<file path="src/core/cad_pkg.sv">
/*
 * cad_pkg: opcode patterns, sub-operation codes, clock counts and the
 * decoded-instruction carrier shared by the decoder and its helpers.
 * Assumes one core clock; counts are in core clocks.
 */
package cad_pkg;

	// primary opcodes
	localparam logic [7:0] OP_ESCAPE      = 8'h0f;
	localparam logic [7:0] OP_OUT_FIXED   = 8'he6;   // low bit is w
	localparam logic [7:0] OP_OUT_VAR     = 8'hee;
	localparam logic [7:0] OP_EA_LOAD     = 8'h8d;
	localparam logic [7:0] OP_FAR_DS      = 8'hc5;
	localparam logic [7:0] OP_FAR_ES      = 8'hc4;
	localparam logic [7:0] OP_CARRY_INV   = 8'hf5;
	localparam logic [7:0] OP_FLAGS_TO_HB = 8'h9f;
	localparam logic [7:0] OP_HB_TO_FLAGS = 8'h9e;
	localparam logic [7:0] OP_CLR_CARRY   = 8'hf8;
	localparam logic [7:0] OP_SET_CARRY   = 8'hf9;
	localparam logic [7:0] OP_CLR_DIR     = 8'hfc;
	localparam logic [7:0] OP_SET_DIR     = 8'hfd;
	localparam logic [7:0] OP_INT_CLR     = 8'hfa;
	localparam logic [7:0] OP_INT_SET     = 8'hfb;
	localparam logic [7:0] OP_BYTE_EXT    = 8'h98;
	localparam logic [7:0] OP_WORD_EXT    = 8'h99;
	localparam logic [7:0] OP_UNP_SUB_ADJ = 8'h3f;
	localparam logic [7:0] OP_PK_ADD_ADJ  = 8'h27;
	localparam logic [7:0] OP_PK_SUB_ADJ  = 8'h2f;
	localparam logic [7:0] OP_ADJ_DIV     = 8'hd5;
	localparam logic [7:0] OP_ADJ_MUL     = 8'hd4;
	localparam logic [7:0] OP_ADJ_BASE    = 8'h0a;
	localparam logic [7:0] OP_TEST_ACC    = 8'ha8;
	localparam logic [7:0] OP_TEST_RM     = 8'h84;
	localparam logic [7:0] OP_UNARY_GRP   = 8'hf6;
	localparam logic [5:0] OP_IMM_ARITH   = 6'h20;   // 100000sw
	localparam logic [7:0] OP_SHIFT_1     = 8'hd0;
	localparam logic [7:0] OP_SHIFT_CNT   = 8'hd2;
	localparam logic [7:0] OP_SHIFT_IMM   = 8'hc0;
	// second bytes after the escape
	localparam logic [7:0] OP2_TASK_CLR   = 8'h06;
	localparam logic [7:0] OP2_FAR_SS     = 8'hb2;
	localparam logic [7:0] OP2_FAR_FS     = 8'hb4;
	localparam logic [7:0] OP2_FAR_GS     = 8'hb5;
	localparam logic [7:0] OP2_DBL_L_IMM  = 8'ha4;
	localparam logic [7:0] OP2_DBL_L_CNT  = 8'ha5;
	localparam logic [7:0] OP2_DBL_R_IMM  = 8'hac;
	localparam logic [7:0] OP2_DBL_R_CNT  = 8'had;

	// shift_op_field encodings
	localparam logic [2:0] SH_ROT_L   = 3'h0;
	localparam logic [2:0] SH_ROT_R   = 3'h1;
	localparam logic [2:0] SH_ROT_LC  = 3'h2;
	localparam logic [2:0] SH_ROT_RC  = 3'h3;
	localparam logic [2:0] SH_LEFT    = 3'h4;
	localparam logic [2:0] SH_LOG_R   = 3'h5;
	localparam logic [2:0] SH_ARITH_R = 3'h7;
	// immediate arithmetic reg field
	localparam logic [2:0] AR_ADD = 3'h0;
	localparam logic [2:0] AR_ADC = 3'h2;
	localparam logic [2:0] AR_SBB = 3'h3;
	localparam logic [2:0] AR_SUB = 3'h5;
	localparam logic [2:0] AR_CMP = 3'h7;
	// unary group reg field
	localparam logic [2:0] UN_TEST = 3'h0;
	localparam logic [2:0] UN_UDIV = 3'h6;
	localparam logic [2:0] UN_SDIV = 3'h7;
	localparam logic [1:0] MOD_REG = 2'h3;

	// clock counts
	localparam logic [5:0] CK_2 = 6'd2;
	localparam logic [5:0] CK_3 = 6'd3;
	localparam logic [5:0] CK_4 = 6'd4;
	localparam logic [5:0] CK_5 = 6'd5;
	localparam logic [5:0] CK_6 = 6'd6;
	localparam logic [5:0] CK_7 = 6'd7;
	localparam logic [5:0] CK_8 = 6'd8;
	localparam logic [5:0] CK_RC_REG  = 6'd9;
	localparam logic [5:0] CK_RC_MEM  = 6'd10;
	localparam logic [5:0] CK_OUT_REAL   = 6'd10;
	localparam logic [5:0] CK_OUT_PRV_OK = 6'd4;
	localparam logic [5:0] CK_OUT_PRV_NO = 6'd24;
	localparam logic [5:0] CK_FAR_PROT_REG = 6'd26;
	localparam logic [5:0] CK_FAR_PROT_MEM = 6'd28;
	localparam logic [5:0] CK_ADJ_DIV = 6'd19;
	localparam logic [5:0] CK_ADJ_MUL = 6'd17;
	localparam logic [5:0] CK_UDIV_B_R = 6'd14;
	localparam logic [5:0] CK_UDIV_B_M = 6'd17;
	localparam logic [5:0] CK_UDIV_W_R = 6'd22;
	localparam logic [5:0] CK_UDIV_W_M = 6'd25;
	localparam logic [5:0] CK_UDIV_D_R = 6'd38;
	localparam logic [5:0] CK_UDIV_D_M = 6'd43;
	localparam logic [5:0] CK_SDIV_B_R = 6'd19;
	localparam logic [5:0] CK_SDIV_B_M = 6'd22;
	localparam logic [5:0] CK_SDIV_W_R = 6'd27;
	localparam logic [5:0] CK_SDIV_W_M = 6'd30;
	localparam logic [5:0] CK_SDIV_D_R = 6'd43;
	localparam logic [5:0] CK_SDIV_D_M = 6'd48;
	localparam logic [5:0] CK_ILLEGAL  = 6'd1;

	// operation classes
	typedef enum logic [4:0] {
		CL_NONE     = 5'b00000,
		CL_OUT      = 5'b00001,
		CL_EA       = 5'b00010,
		CL_FAR      = 5'b00011,
		CL_FLAG     = 5'b00100,
		CL_PRIV     = 5'b00101,
		CL_ARITH    = 5'b00110,
		CL_UDIV     = 5'b00111,
		CL_SDIV     = 5'b01000,
		CL_ADJ      = 5'b01001,
		CL_EXTEND   = 5'b01010,
		CL_SHIFT    = 5'b01011,
		CL_DSHIFT   = 5'b01100,
		CL_TEST     = 5'b01101,
		CL_LOGIC    = 5'b01110
	} cad_class_type;

	// decoded instruction
	typedef struct packed {
		cad_class_type cls;
		logic [2:0]    sub_op;      // shift_op_field or arithmetic select
		logic          wide;        // w bit
		logic          to_reg;      // d bit: reg field is destination
		logic          sign_imm;    // s bit
		logic          mem_opnd;    // operand is in memory
		logic          has_modrm;
		logic          has_imm8;    // trailing 8-bit count byte
		logic          writes_result;
		logic          priv_fault;  // privilege check failed
	} cad_dec_type;

endpackage

</file>
<file path="src/core/cad_div_time.sv">
/*
 * cad_div_time: clock count for the accumulator divide family.
 * Assumes operand size and register/memory selection come from the decoder.
 */
`timescale 1ns/1ps
module cad_div_time
(
	input  wire logic       i_signed,
	input  wire logic [1:0] i_size,     // 0 byte, 1 word, 2 doubleword
	input  wire logic       i_mem,
	output logic      [5:0] o_clocks
);
	import cad_pkg::*;

	// table lookup; size 3 never decoded, treated as doubleword
	always_comb
	begin
		case ({i_signed, i_size})
			3'h0: o_clocks = i_mem ? CK_UDIV_B_M : CK_UDIV_B_R;
			3'h1: o_clocks = i_mem ? CK_UDIV_W_M : CK_UDIV_W_R;
			3'h4: o_clocks = i_mem ? CK_SDIV_B_M : CK_SDIV_B_R;
			3'h5: o_clocks = i_mem ? CK_SDIV_W_M : CK_SDIV_W_R;
			3'h2, 3'h3: o_clocks = i_mem ? CK_UDIV_D_M : CK_UDIV_D_R;
			default: o_clocks = i_mem ? CK_SDIV_D_M : CK_SDIV_D_R;
		endcase
	end
endmodule

</file>
<file path="src/core/cad_cycle_counter.sv">
/*
 * cad_cycle_counter: holds the execution unit busy for a loaded count.
 * Assumes a load only while idle.
 */
`timescale 1ns/1ps
module cad_cycle_counter
(
	input  wire logic       i_core_clk,
	input  wire logic       i_rst_b,
	input  wire logic       i_load,
	input  wire logic [5:0] i_count,
	output logic            o_busy,
	output logic            o_done
);
	logic [5:0] remain_q;

	// count down; done pulses on the last busy cycle
	always_ff @(posedge i_core_clk or negedge i_rst_b)
	begin
		if (!i_rst_b)
			remain_q <= 6'h00;
		else if (i_load)
			remain_q <= i_count;
		else if (remain_q != 6'h00)
			remain_q <= remain_q - 6'h01;
	end

	assign o_busy = (remain_q != 6'h00);
	assign o_done = (remain_q == 6'h01);
endmodule

</file>
<file path="src/core/cad_decoder.sv">
/*
 * cad_decoder: decodes one instruction's opcode and mod/reg/rm bytes,
 * classifies it and times it in core clocks, then holds busy that long.
 * Assumes the fetch unit presents bytes 0..2 together with a strobe, and
 * that real/protected mode and privilege levels arrive as plain levels.
 */
`timescale 1ns/1ps
module cad_decoder
(
	input  wire logic            i_core_clk,
	input  wire logic            i_rst_b,
	input  wire logic            i_start,          // one-cycle instruction strobe
	input  wire logic [7:0]      i_byte0,
	input  wire logic [7:0]      i_byte1,
	input  wire logic [7:0]      i_byte2,
	input  wire logic            i_op32,           // full width is 32 bits
	input  wire logic            i_protected,
	input  wire logic [1:0]      i_cur_priv,       // current_privilege_level
	input  wire logic [1:0]      i_io_priv,        // io_privilege_level
	output cad_pkg::cad_dec_type o_dec,
	output logic [5:0]           o_clocks,
	output logic                 o_busy,
	output logic                 o_done,
	output logic                 o_accept
);
	import cad_pkg::*;

	logic        esc;
	logic [7:0]  op;
	logic [7:0]  modrm;
	logic [1:0]  mod_f;
	logic [2:0]  reg_f;
	logic        mem;
	logic        io_ok;
	logic        top_priv;
	cad_dec_type dec;
	logic [5:0]  clk_n;
	logic [5:0]  div_clk;
	logic [1:0]  div_size;
	cad_dec_type dec_q;
	logic [5:0]  clocks_q;
	logic        busy;

	// escape byte shifts the opcode one byte along
	assign esc      = (i_byte0 == OP_ESCAPE);
	assign op       = esc ? i_byte1 : i_byte0;
	assign modrm    = esc ? i_byte2 : i_byte1;
	assign mod_f    = modrm[7:6];
	assign reg_f    = modrm[5:3];
	assign mem      = (mod_f != MOD_REG);
	assign io_ok    = (i_cur_priv <= i_io_priv);
	assign top_priv = (i_cur_priv == 2'h0);
	assign div_size = op[0] ? (i_op32 ? 2'h2 : 2'h1) : 2'h0;

	cad_div_time u_div_time
	(
		.i_signed (reg_f == UN_SDIV),
		.i_size   (div_size),
		.i_mem    (mem),
		.o_clocks (div_clk)
	);

	// classify and time; unknown codes become a one-clock illegal slot
	always_comb
	begin
		dec          = '0;
		dec.cls      = CL_NONE;
		dec.wide     = op[0];
		dec.to_reg   = op[1];
		dec.mem_opnd = mem;
		clk_n        = CK_ILLEGAL;
		if (esc)
		begin
			case (op)
				OP2_TASK_CLR:
				begin
					dec.cls        = CL_PRIV;
					dec.mem_opnd   = 1'b0;
					dec.priv_fault = i_protected && !top_priv;
					clk_n          = CK_5;
				end
				OP2_FAR_SS, OP2_FAR_FS, OP2_FAR_GS:
				begin
					dec.cls           = CL_FAR;
					dec.has_modrm     = 1'b1;
					dec.writes_result = 1'b1;
					clk_n = i_protected ? (mem ? CK_FAR_PROT_MEM : CK_FAR_PROT_REG) : CK_7;
				end
				OP2_DBL_L_IMM, OP2_DBL_R_IMM, OP2_DBL_L_CNT, OP2_DBL_R_CNT:
				begin
					dec.cls           = CL_DSHIFT;
					dec.wide          = 1'b1;
					dec.has_modrm     = 1'b1;
					dec.has_imm8      = !op[0];
					dec.writes_result = 1'b1;
					clk_n = mem ? CK_7 : CK_3;
				end
				default: clk_n = CK_ILLEGAL;
			endcase
		end
		else if (op[7:2] == OP_IMM_ARITH)
		begin
			dec.cls       = (reg_f == AR_ADD || reg_f == AR_ADC || reg_f == AR_SBB ||
			                 reg_f == AR_SUB || reg_f == AR_CMP) ? CL_ARITH : CL_LOGIC;
			dec.sub_op    = reg_f;
			dec.sign_imm  = op[1];
			dec.to_reg    = 1'b0;
			dec.has_modrm = 1'b1;
			dec.writes_result = (reg_f != AR_CMP);
			clk_n = !mem ? CK_2 : (reg_f == AR_CMP ? CK_5 : CK_7);
		end
		else if (op[7:2] == 6'h00 || op[7:2] == 6'h04 || op[7:2] == 6'h06 ||
		         op[7:2] == 6'h0a || op[7:2] == 6'h0e || op[7:2] == 6'h08 ||
		         op[7:2] == 6'h02)
		begin
			// two-operand register/memory forms of the arithmetic family and of logic selects 1 and 4; select 6 is not decoded
			dec.cls           = (op[5:3] == 3'h1 || op[5:3] == 3'h4) ? CL_LOGIC : CL_ARITH;
			dec.sub_op        = op[5:3];
			dec.has_modrm     = 1'b1;
			dec.writes_result = (op[5:3] != AR_CMP);
			clk_n = !mem ? CK_2 : (op[1] ? (op[5:3] == AR_CMP ? CK_6 : CK_6)
			                             : (op[5:3] == AR_CMP ? CK_5 : CK_7));
		end
		else
		begin
			case (op)
				OP_OUT_FIXED, OP_OUT_FIXED | 8'h01:
				begin
					dec.cls      = CL_OUT;
					dec.mem_opnd = 1'b0;
					clk_n = !i_protected ? CK_OUT_REAL
					      : (io_ok ? CK_OUT_PRV_OK : CK_OUT_PRV_NO);
				end
				OP_EA_LOAD:
				begin
					dec.cls           = CL_EA;
					dec.has_modrm     = 1'b1;
					dec.to_reg        = 1'b1;
					dec.mem_opnd      = 1'b0;                    // address only, no read
					dec.writes_result = 1'b1;
					clk_n = CK_2;
				end
				OP_FAR_DS, OP_FAR_ES:
				begin
					dec.cls           = CL_FAR;
					dec.has_modrm     = 1'b1;
					dec.writes_result = 1'b1;
					clk_n = i_protected ? (mem ? CK_FAR_PROT_MEM : CK_FAR_PROT_REG) : CK_7;
				end
				OP_CARRY_INV, OP_CLR_CARRY, OP_SET_CARRY, OP_CLR_DIR, OP_SET_DIR, OP_FLAGS_TO_HB:
				begin
					dec.cls      = CL_FLAG;
					dec.mem_opnd = 1'b0;
					clk_n = CK_2;
				end
				OP_HB_TO_FLAGS:
				begin
					dec.cls      = CL_FLAG;
					dec.mem_opnd = 1'b0;
					clk_n = CK_3;
				end
				OP_INT_CLR, OP_INT_SET:
				begin
					dec.cls        = CL_PRIV;
					dec.mem_opnd   = 1'b0;
					dec.priv_fault = i_protected && !io_ok;
					clk_n = CK_8;
				end
				OP_BYTE_EXT:
				begin
					dec.cls = CL_EXTEND;
					dec.mem_opnd = 1'b0;
					clk_n = CK_3;
				end
				OP_WORD_EXT:
				begin
					dec.cls = CL_EXTEND;
					dec.mem_opnd = 1'b0;
					clk_n = CK_2;
				end
				OP_UNP_SUB_ADJ, OP_PK_ADD_ADJ, OP_PK_SUB_ADJ:
				begin
					dec.cls = CL_ADJ;
					dec.mem_opnd = 1'b0;
					clk_n = CK_4;
				end
				OP_ADJ_DIV, OP_ADJ_MUL:
				begin
					dec.mem_opnd = 1'b0;
					if (i_byte1 == OP_ADJ_BASE)
					begin
						dec.cls = CL_ADJ;
						clk_n = (op == OP_ADJ_DIV) ? CK_ADJ_DIV : CK_ADJ_MUL;
					end
				end
				OP_TEST_ACC, OP_TEST_ACC | 8'h01:
				begin
					dec.cls      = CL_TEST;
					dec.mem_opnd = 1'b0;
					clk_n = CK_2;                                // no result written
				end
				OP_TEST_RM, OP_TEST_RM | 8'h01:
				begin
					dec.cls       = CL_TEST;
					dec.has_modrm = 1'b1;
					clk_n = mem ? CK_5 : CK_2;
				end
				OP_UNARY_GRP, OP_UNARY_GRP | 8'h01:
				begin
					dec.has_modrm = 1'b1;
					dec.sub_op    = reg_f;
					if (reg_f == UN_UDIV || reg_f == UN_SDIV)
					begin
						dec.cls = (reg_f == UN_SDIV) ? CL_SDIV : CL_UDIV;
						clk_n = div_clk;
					end
					else if (reg_f == UN_TEST)
					begin
						dec.cls = CL_TEST;
						clk_n = mem ? CK_5 : CK_2;
					end
				end
				OP_SHIFT_1, OP_SHIFT_1 | 8'h01, OP_SHIFT_CNT, OP_SHIFT_CNT | 8'h01,
				OP_SHIFT_IMM, OP_SHIFT_IMM | 8'h01:
				begin
					dec.has_modrm     = 1'b1;
					dec.has_imm8      = (op[7:1] == OP_SHIFT_IMM[7:1]);
					dec.sub_op        = reg_f;
					dec.writes_result = 1'b1;
					case (reg_f)
						SH_ROT_LC, SH_ROT_RC:
						begin
							dec.cls = CL_SHIFT;
							clk_n = mem ? CK_RC_MEM : CK_RC_REG;
						end
						SH_ROT_L, SH_ROT_R, SH_LEFT, SH_LOG_R, SH_ARITH_R:
						begin
							dec.cls = CL_SHIFT;
							clk_n = mem ? CK_7 : CK_3;
						end
						default: dec.writes_result = 1'b0;
					endcase
				end
				default: clk_n = CK_ILLEGAL;
			endcase
		end
	end

	assign o_accept = i_start && !busy;

	// latch the decode when a new instruction is taken
	always_ff @(posedge i_core_clk or negedge i_rst_b)
	begin
		if (!i_rst_b)
		begin
			dec_q    <= '0;
			clocks_q <= 6'h00;
		end
		else if (o_accept)
		begin
			dec_q    <= dec;
			clocks_q <= clk_n;
		end
	end

	cad_cycle_counter u_counter
	(
		.i_core_clk (i_core_clk),
		.i_rst_b    (i_rst_b),
		.i_load     (o_accept),
		.i_count    (clk_n),
		.o_busy     (busy),
		.o_done     (o_done)
	);

	assign o_dec    = dec_q;
	assign o_clocks = clocks_q;
	assign o_busy   = busy;

	// timing, privilege and no-write checks on the latched decode
	rc_time_a: assert property (@(posedge i_core_clk) disable iff (!i_rst_b)
		o_accept && dec.cls == CL_SHIFT && (reg_f == SH_ROT_LC || reg_f == SH_ROT_RC)
		|=> o_clocks == (o_dec.mem_opnd ? 6'd10 : 6'd9))
		else $error("carry rotate count wrong");
	dshift_time_a: assert property (@(posedge i_core_clk) disable iff (!i_rst_b)
		o_accept && dec.cls == CL_DSHIFT |=> o_clocks == (o_dec.mem_opnd ? 6'd7 : 6'd3))
		else $error("double shift count wrong");
	udiv_time_a: assert property (@(posedge i_core_clk) disable iff (!i_rst_b)
		o_accept && dec.cls == CL_UDIV && !op[0] |=> o_clocks == (o_dec.mem_opnd ? 6'd17 : 6'd14))
		else $error("byte divide count wrong");
	sdiv_time_a: assert property (@(posedge i_core_clk) disable iff (!i_rst_b)
		o_accept && dec.cls == CL_SDIV && op[0] && i_op32 |=> o_clocks == (o_dec.mem_opnd ? 6'd48 : 6'd43))
		else $error("signed divide count wrong");
	out_time_a: assert property (@(posedge i_core_clk) disable iff (!i_rst_b)
		o_accept && dec.cls == CL_OUT && i_protected && !io_ok |=> o_clocks == 6'd24)
		else $error("port output count wrong");
	priv_fault_a: assert property (@(posedge i_core_clk) disable iff (!i_rst_b)
		o_accept && esc && op == OP2_TASK_CLR && i_protected && i_cur_priv != 2'h0 |=> o_dec.priv_fault)
		else $error("task flag clear not refused");
	busy_len_a: assert property (@(posedge i_core_clk) disable iff (!i_rst_b)
		o_accept && clk_n == 6'd2 |=> o_busy ##1 o_done ##1 !o_busy)
		else $error("busy length wrong");
	test_nowrite_a: assert property (@(posedge i_core_clk) disable iff (!i_rst_b)
		o_accept && dec.cls == CL_TEST |=> !o_dec.writes_result)
		else $error("test writes result");
endmodule

</file>
<file path="config.mk">
export PLATFORM = sky130hd
export DESIGN_NAME = cad_decoder
export DESIGN_NICKNAME = d
export VERILOG_FILES = /design/src/core/cad_pkg.sv /design/src/core/cad_div_time.sv /design/src/core/cad_cycle_counter.sv /design/src/core/cad_decoder.sv
export SDC_FILE = /design/constraint.sdc
export NUM_CORES = 1
export LEC_CHECK = 0
export BUFFER_PORTS_ARGS = -buffer_cell sky130_fd_sc_hd__buf_4
export CORE_AREA = 3 3 78 80
export DETAILED_ROUTE_END_ITERATION = 6
export DIE_AREA = 0 0 81 83
export HOLD_SLACK_MARGIN = 0.03
export PLACE_DENSITY = 0.81
export SLEW_MARGIN = 20
export SYNTH_ARGS = -nofsm -noshare
export SYNTH_HDL_FRONTEND = slang
export SYNTH_SLANG_ARGS = --single-unit
</file>
<file path="constraint.sdc">
create_clock -name i_core_clk -period 2.75 [get_ports i_core_clk]
set_input_delay 0 -clock i_core_clk [delete_from_list [all_inputs] [get_ports i_core_clk]]
set_output_delay 0 -clock i_core_clk [all_outputs]
set_load 0.02 [all_outputs]
</file>
Word level (Yosys, flattened, before mapping)
Index checks and enable logic that the tools add are counted.
{"block": "op_classes", "addsub": 1, "mul": 0, "n_div": 0, "order_cmp": 1, "eq_ne": 70, "shift": 0, "n_mux": 77, "bitwise_logic": 0, "n_reduce_logical": 49}
{"op": "$eq 8x8->1 const B", "count": 37}
{"op": "$pmux 6 s10", "count": 1}
{"op": "$pmux 4 s11", "count": 1}
{"op": "$mux 5", "count": 8}
{"op": "$mux 4", "count": 9}
{"op": "$mux 6", "count": 6}
{"op": "$mux 8", "count": 4}
{"op": "$mux 3", "count": 10}
{"op": "$pmux 6 s5", "count": 1}
{"op": "$mux 1", "count": 25}
{"op": "$eq 3x3->1 const B", "count": 8}
{"op": "$eq 8x6->1 const B", "count": 3}
{"op": "$reduce_or 21->1", "count": 1}
{"op": "$reduce_or 7->1", "count": 3}
{"op": "$reduce_or 2->1", "count": 10}
{"op": "$eq 6x4->1 const B", "count": 3}
{"op": "$eq 8x4->1 const B", "count": 2}
{"op": "$mux 2", "count": 8}
{"op": "$pmux 5 s3", "count": 1}
{"op": "$reduce_or 13->1", "count": 1}
{"op": "$eq 3x2->1 const B", "count": 4}
{"op": "$eq 6x3->1 const B", "count": 2}
{"op": "$logic_or 1x1->1", "count": 12}
{"op": "$pmux 4 s3", "count": 1}
{"op": "other kinds (25)", "count": 37}
{"block": "word_totals", "register_bits": 28, "latch_bits": 0, "ramBits": 0, "romBits": 0, "input_bits": 33, "mem_count": 0}

Logic depth before layout (Yosys ltp)
{"block": "logic_depth", "depth_word": 13, "mapped_depth": 14, "ltp_nobuf": 10}

By module
Synthesis repeated with hierarchy kept, for this count alone.
{"block": "hier_totals", "cells_unflattened": 394, "hier_area_um2": 3062.9}
{"mod": "cad_decoder", "n_inst": 1, "cells_per_inst": 338, "area_per_inst_um2": 2572.5, "seq_area_each_um2": 525.5}
{"mod": "cad_cycle_counter", "n_inst": 1, "cells_per_inst": 43, "area_per_inst_um2": 405.4, "seq_area_each_um2": 150.1}
{"mod": "cad_div_time", "n_inst": 1, "cells_per_inst": 13, "area_per_inst_um2": 85.1, "seq_area_each_um2": 0.0}

Worst setup path after synthesis
No wires, ideal clock.
{"block": "synth_timing", "path_type": "input to register", "from": "input i_byte0[7]", "to": "register u_counter.remain_q[0]", "t_arrival_ps": 2679, "required_ps": 2617, "path_slack_ps": -62, "cell_stages": 14, "path_buffers": 4, "path_cell_list": "buf_2 or4_1 buf_2 buf_2 nor3_1 a21o_2 inv_2 clkbuf_1 ha_1 o221ai_1 o22ai_1 or4b_1 o21ai_1 o211ai_1"}
{"block": "synth_via", "elab_chain_cells": 13, "elab_cells_between_ends": 111}
{"element": "start: declaration", "line_no": "cad_decoder.sv:13", "text": "input wire logic [7:0] i_byte0,"}
{"element": "parallel branches: the longest is 11 deep, another holds $pmux 6 s10"}
{"element": "$mux 6 (*)", "line_no": "cad_decoder.sv:72", "text": "if (esc)"}
{"element": "$mux 6 (*)", "line_no": "cad_cycle_counter.sv:22", "text": "else if (i_load)"}
{"element": "end signal: assignment", "line_no": "cad_cycle_counter.sv:23", "text": "remain_q <= i_count;"}
{"element": "end signal: assignment", "line_no": "cad_cycle_counter.sv:25", "text": "remain_q <= remain_q - 6'h01;"}
{"element": "end: declaration", "line_no": "cad_cycle_counter.sv:15", "text": "logic [5:0] remain_q;"}
Every way passes the cells marked *.
A chain may end at the register's enable or synchronous reset.

Final worst setup path
{"block": "layout_timing", "from": "input i_byte0[4]", "to": "register u_counter.remain_q[0]"}
Same word-level chain as after synthesis.

==> results.md <==
* Clock period minus worst slack at 2530 ps
* Max IR drop VDD at 0.000363 V
* Layout cells sized above 1 at 28.9%
* Post-synthesis xor/xnor area fraction at 0.295%
* GR Layer Usage met3 at 3.90%
* Avg Cell Area, Syn at 7.32 um2
* Clock latency at the later pin of the worst-skew pair at 270 ps
* Clock Skew at 9.90 ps
* CP max FO at 11
* Fin util at 71.8%
* Final period util at 92.1%
* Post-synth EDFFs at 0
* Main combinational cell family by area after synthesis: compound AO/OA/AOI/OAI gates
* Top post-synthesis cells by count: nand2_1, nor2_1, dfrtp_1
* Via density at 6.59
* Sum Neg Setup Slack at 0 ps
* Seq/Total Area, Yosys at 22.8%
* Most used cell, CP: buf_4
* Mux contribution to synthesized area at 2.87%
* Ys flop type: dfrtp_1
* Maximum clock insertion buffer count at 2
* Reg clk slew, reported paths at 90 ps
* Adder-Cell Fraction of Synth Area at 2.11%
* Asr flop ratio synth at 100%
* Synth Area in Simple Gates at 31.1%
* Synthesized area at 2970 um2
* Status: finished clean
* Startpoint Class: primary input
* Aggregate routed wire length at 11400 um
* RSZ-0062 raised after global routing: no
* Crit path DAT at 2680 ps
* P_leak at 1.78 nW
* WL/cell at 19.8 um
* Post-synthesis compound-gate area fraction at 34.7%
* Met1 Track Usage GR at 45.4%
* Register bit count reported by yosys at 27
* Top cells by area, synth: dfrtp_1, nand2_1, nor2_1
* Worst min path class: in -> reg
* Final setup violation count at 0
* Syn. warnings at 0
* Clock root buffer: clkbuf_8
* Antenna Diode Count at 0
* CTS H-Tree Depth at 1
* Clock Sinks at 27
* Top-count cell post-synth: nand2_1
* Core box area at 5470 um2
* Die Height at 83 um
* Iteration-0 DRC Markers at 366
* Critical path required time at 2900 ps
* Total I/O pin count at 58
* Detailed Routing Iterations Pass 1 at 5
* Yosys top cell area share at 22.8%
* Cts repair resizes at 0
* Fmax at 395 MHz
* HPWL after detailed placement at 9240 um
* Synth area leader: dfrtp_1
* Delay of the slowest critical-path stage at 530 ps
* Initial core utilization at 54.2%
* Gpl congestion at 1.08
* Setup CP Type: in -> reg
* # port buffers at 53
* Post-synth cell types at 78
* GR peak layer: met2
* Final ANT Viol Nets at 0
* Fin. max-slew vios at 0
* GRT Total Usage at 34.2%
* M2 GR Usage at 54.1%
* DIE AREA at 6720 um2
* Initial antenna violation count at 0
* DRC viols at 0
* Slew margin rel. at 57.5%
* Total grt overflow at 0
* Net count after synthesis at 443
* Slowest-stage cell, CP: or4b_1
* Via count at 3811
* Vias in the first global route at 3729
* Final #Nets at 545
* Area growth syn-to-layout at 32.5%
* Worst-path cell chain: buf_4, or4_1, buf_4, buf_4, o21a_1, mux2_1, nand4_1, nand2_1, or4b_1, o21ai_1, o211ai_1
* Row cnt at 27
* First-pass GRT wire length at 18200 um
* TritonCTS Buffers at 3
* Final hold vios at 0
* Slew @ Worst Pin at 631 ps
* Cells after synthesis at 405
* TritonCTS clock tree: done
* Die Wd at 81 um
* Pwr Density at 439 nW/um2
* Max-cap violations at 0
* Largest net degree at the start of global routing at 28
* Critical path capture point type: flip-flop
==> cells in the final DEF (no fill, tap or decap), types with 4 or more instances in the layout <==
cell type	netlist	final
buf_4	1	122
nand2_1	63	63
nor2_1	32	32
dfrtp_1	27	27
nor3_1	21	20
o21ai_0	18	18
inv_1	16	16
nand3_1	16	16
a21oi_1	12	12
o21ai_1	9	9
o211ai_1	9	9
nand4_1	8	8
or3_1	8	8
a41oi_1	7	7
nor4_1	7	7
a211oi_1	6	6
a31oi_1	6	6
o31ai_1	5	5
nand2b_1	5	5
ha_1	5	5
a21o_1	4	4
mux2i_1	4	4
a22oi_1	4	4
==> cells by family after synthesis <==
group,Yosys count
AOI/OAI and AO/OA,132
xor gates and xnor gates,1
adders and majority gates,5
buffers and inverters,44
DFF,27
muxes,8
other,1
and+or+nand+nor,187
==> stage by stage <==
stage / worst slack, ps / hold WS, ps / instances / power [mW] / area [um2]
global route: 79.9 / 112 / 578 / 1.83 / 3930
detailed placement: -47.7 / -76.2 / 572 / 1.50 / 3860
finish: 218 / 81.0 / 578 / 1.72 / 3930
CTS: 242 / 69.9 / 578 / 1.72 / 3930
global placement: 42.3 / -79.7 / 572 / 1.47 / 3860
floorplan: 4.83 / -296 / 405 / 1.13 / 2980
==> final timing paths <==
path	start	end	slack, ps	cells past startpoint
worst max-delay path	i_byte0[4]	u_counter.remain_q[0]$_DFFE_PN0P_	220	11
worst min-delay path	i_byte0[1]	o_dec[5]$_DFFE_PN0P_	80	3
worst max register to register	u_counter.remain_q[3]$_DFFE_PN0P_	o_dec[14]$_DFFE_PN0P_	550	9
worst min register to register	o_dec[3]$_DFFE_PN0P_	o_dec[3]$_DFFE_PN0P_	490	2
max in group asynchronous	i_rst_b	o_clocks[0]$_DFFE_PN0P_	2320	2
min in group asynchronous	i_rst_b	u_counter.remain_q[1]$_DFFE_PN0P_	180	2
==> where the power goes <==
part           internal [mW]  switching (mW)  leakage (nW)
registers              0.518          0.0812         0.350
clock network          0.104           0.113        0.0228
logic                  0.395           0.512          1.41
==> timing repair <==
action | 4_1_cts | 5_1_grt
endpoints found under the hold margin | 29 | 0
hold buffers | 2 | 0
buffers inserted | 0 | 0
endpoints found under the setup margin | 0 | 0
==> area by class of cell <==
cell class,instances,area [um2]
multi-input cells,334,2120
repair buffers,124,936
clock buffers,4,45.0
well taps,72,90.1
inverters,17,63.8
fillers,464,1540
flip-flops and latches,27,676
==> flip-flops by register name, indices dropped and copies added (netlist names) <==
| signal | count |
|---|---|
| u_counter.remain_q | 6 |
| o_clocks | 6 |
| o_dec | 15 |
==> per-layer routing <==
layer / wire length, um / vias to the layer above / part of all wire [%]
met2: 5270 / 251 / 46
li1: - / 1757 / -
met3: 1160 / 48 / 10
met5: 0 / - / 0
met4: 501 / 0 / 4.4
met1: 4500 / 1755 / 39
==> worst max-delay path: cells and delay by family <==
kind / cells / cell delay, ps
muxes: 1 / 340
buffers and inverters: 3 / 480
and+or+nand+nor: 4 / 1230
AOI/OAI and AO/OA: 3 / 630
Note: power is estimated with default switching activity, not from simulation.
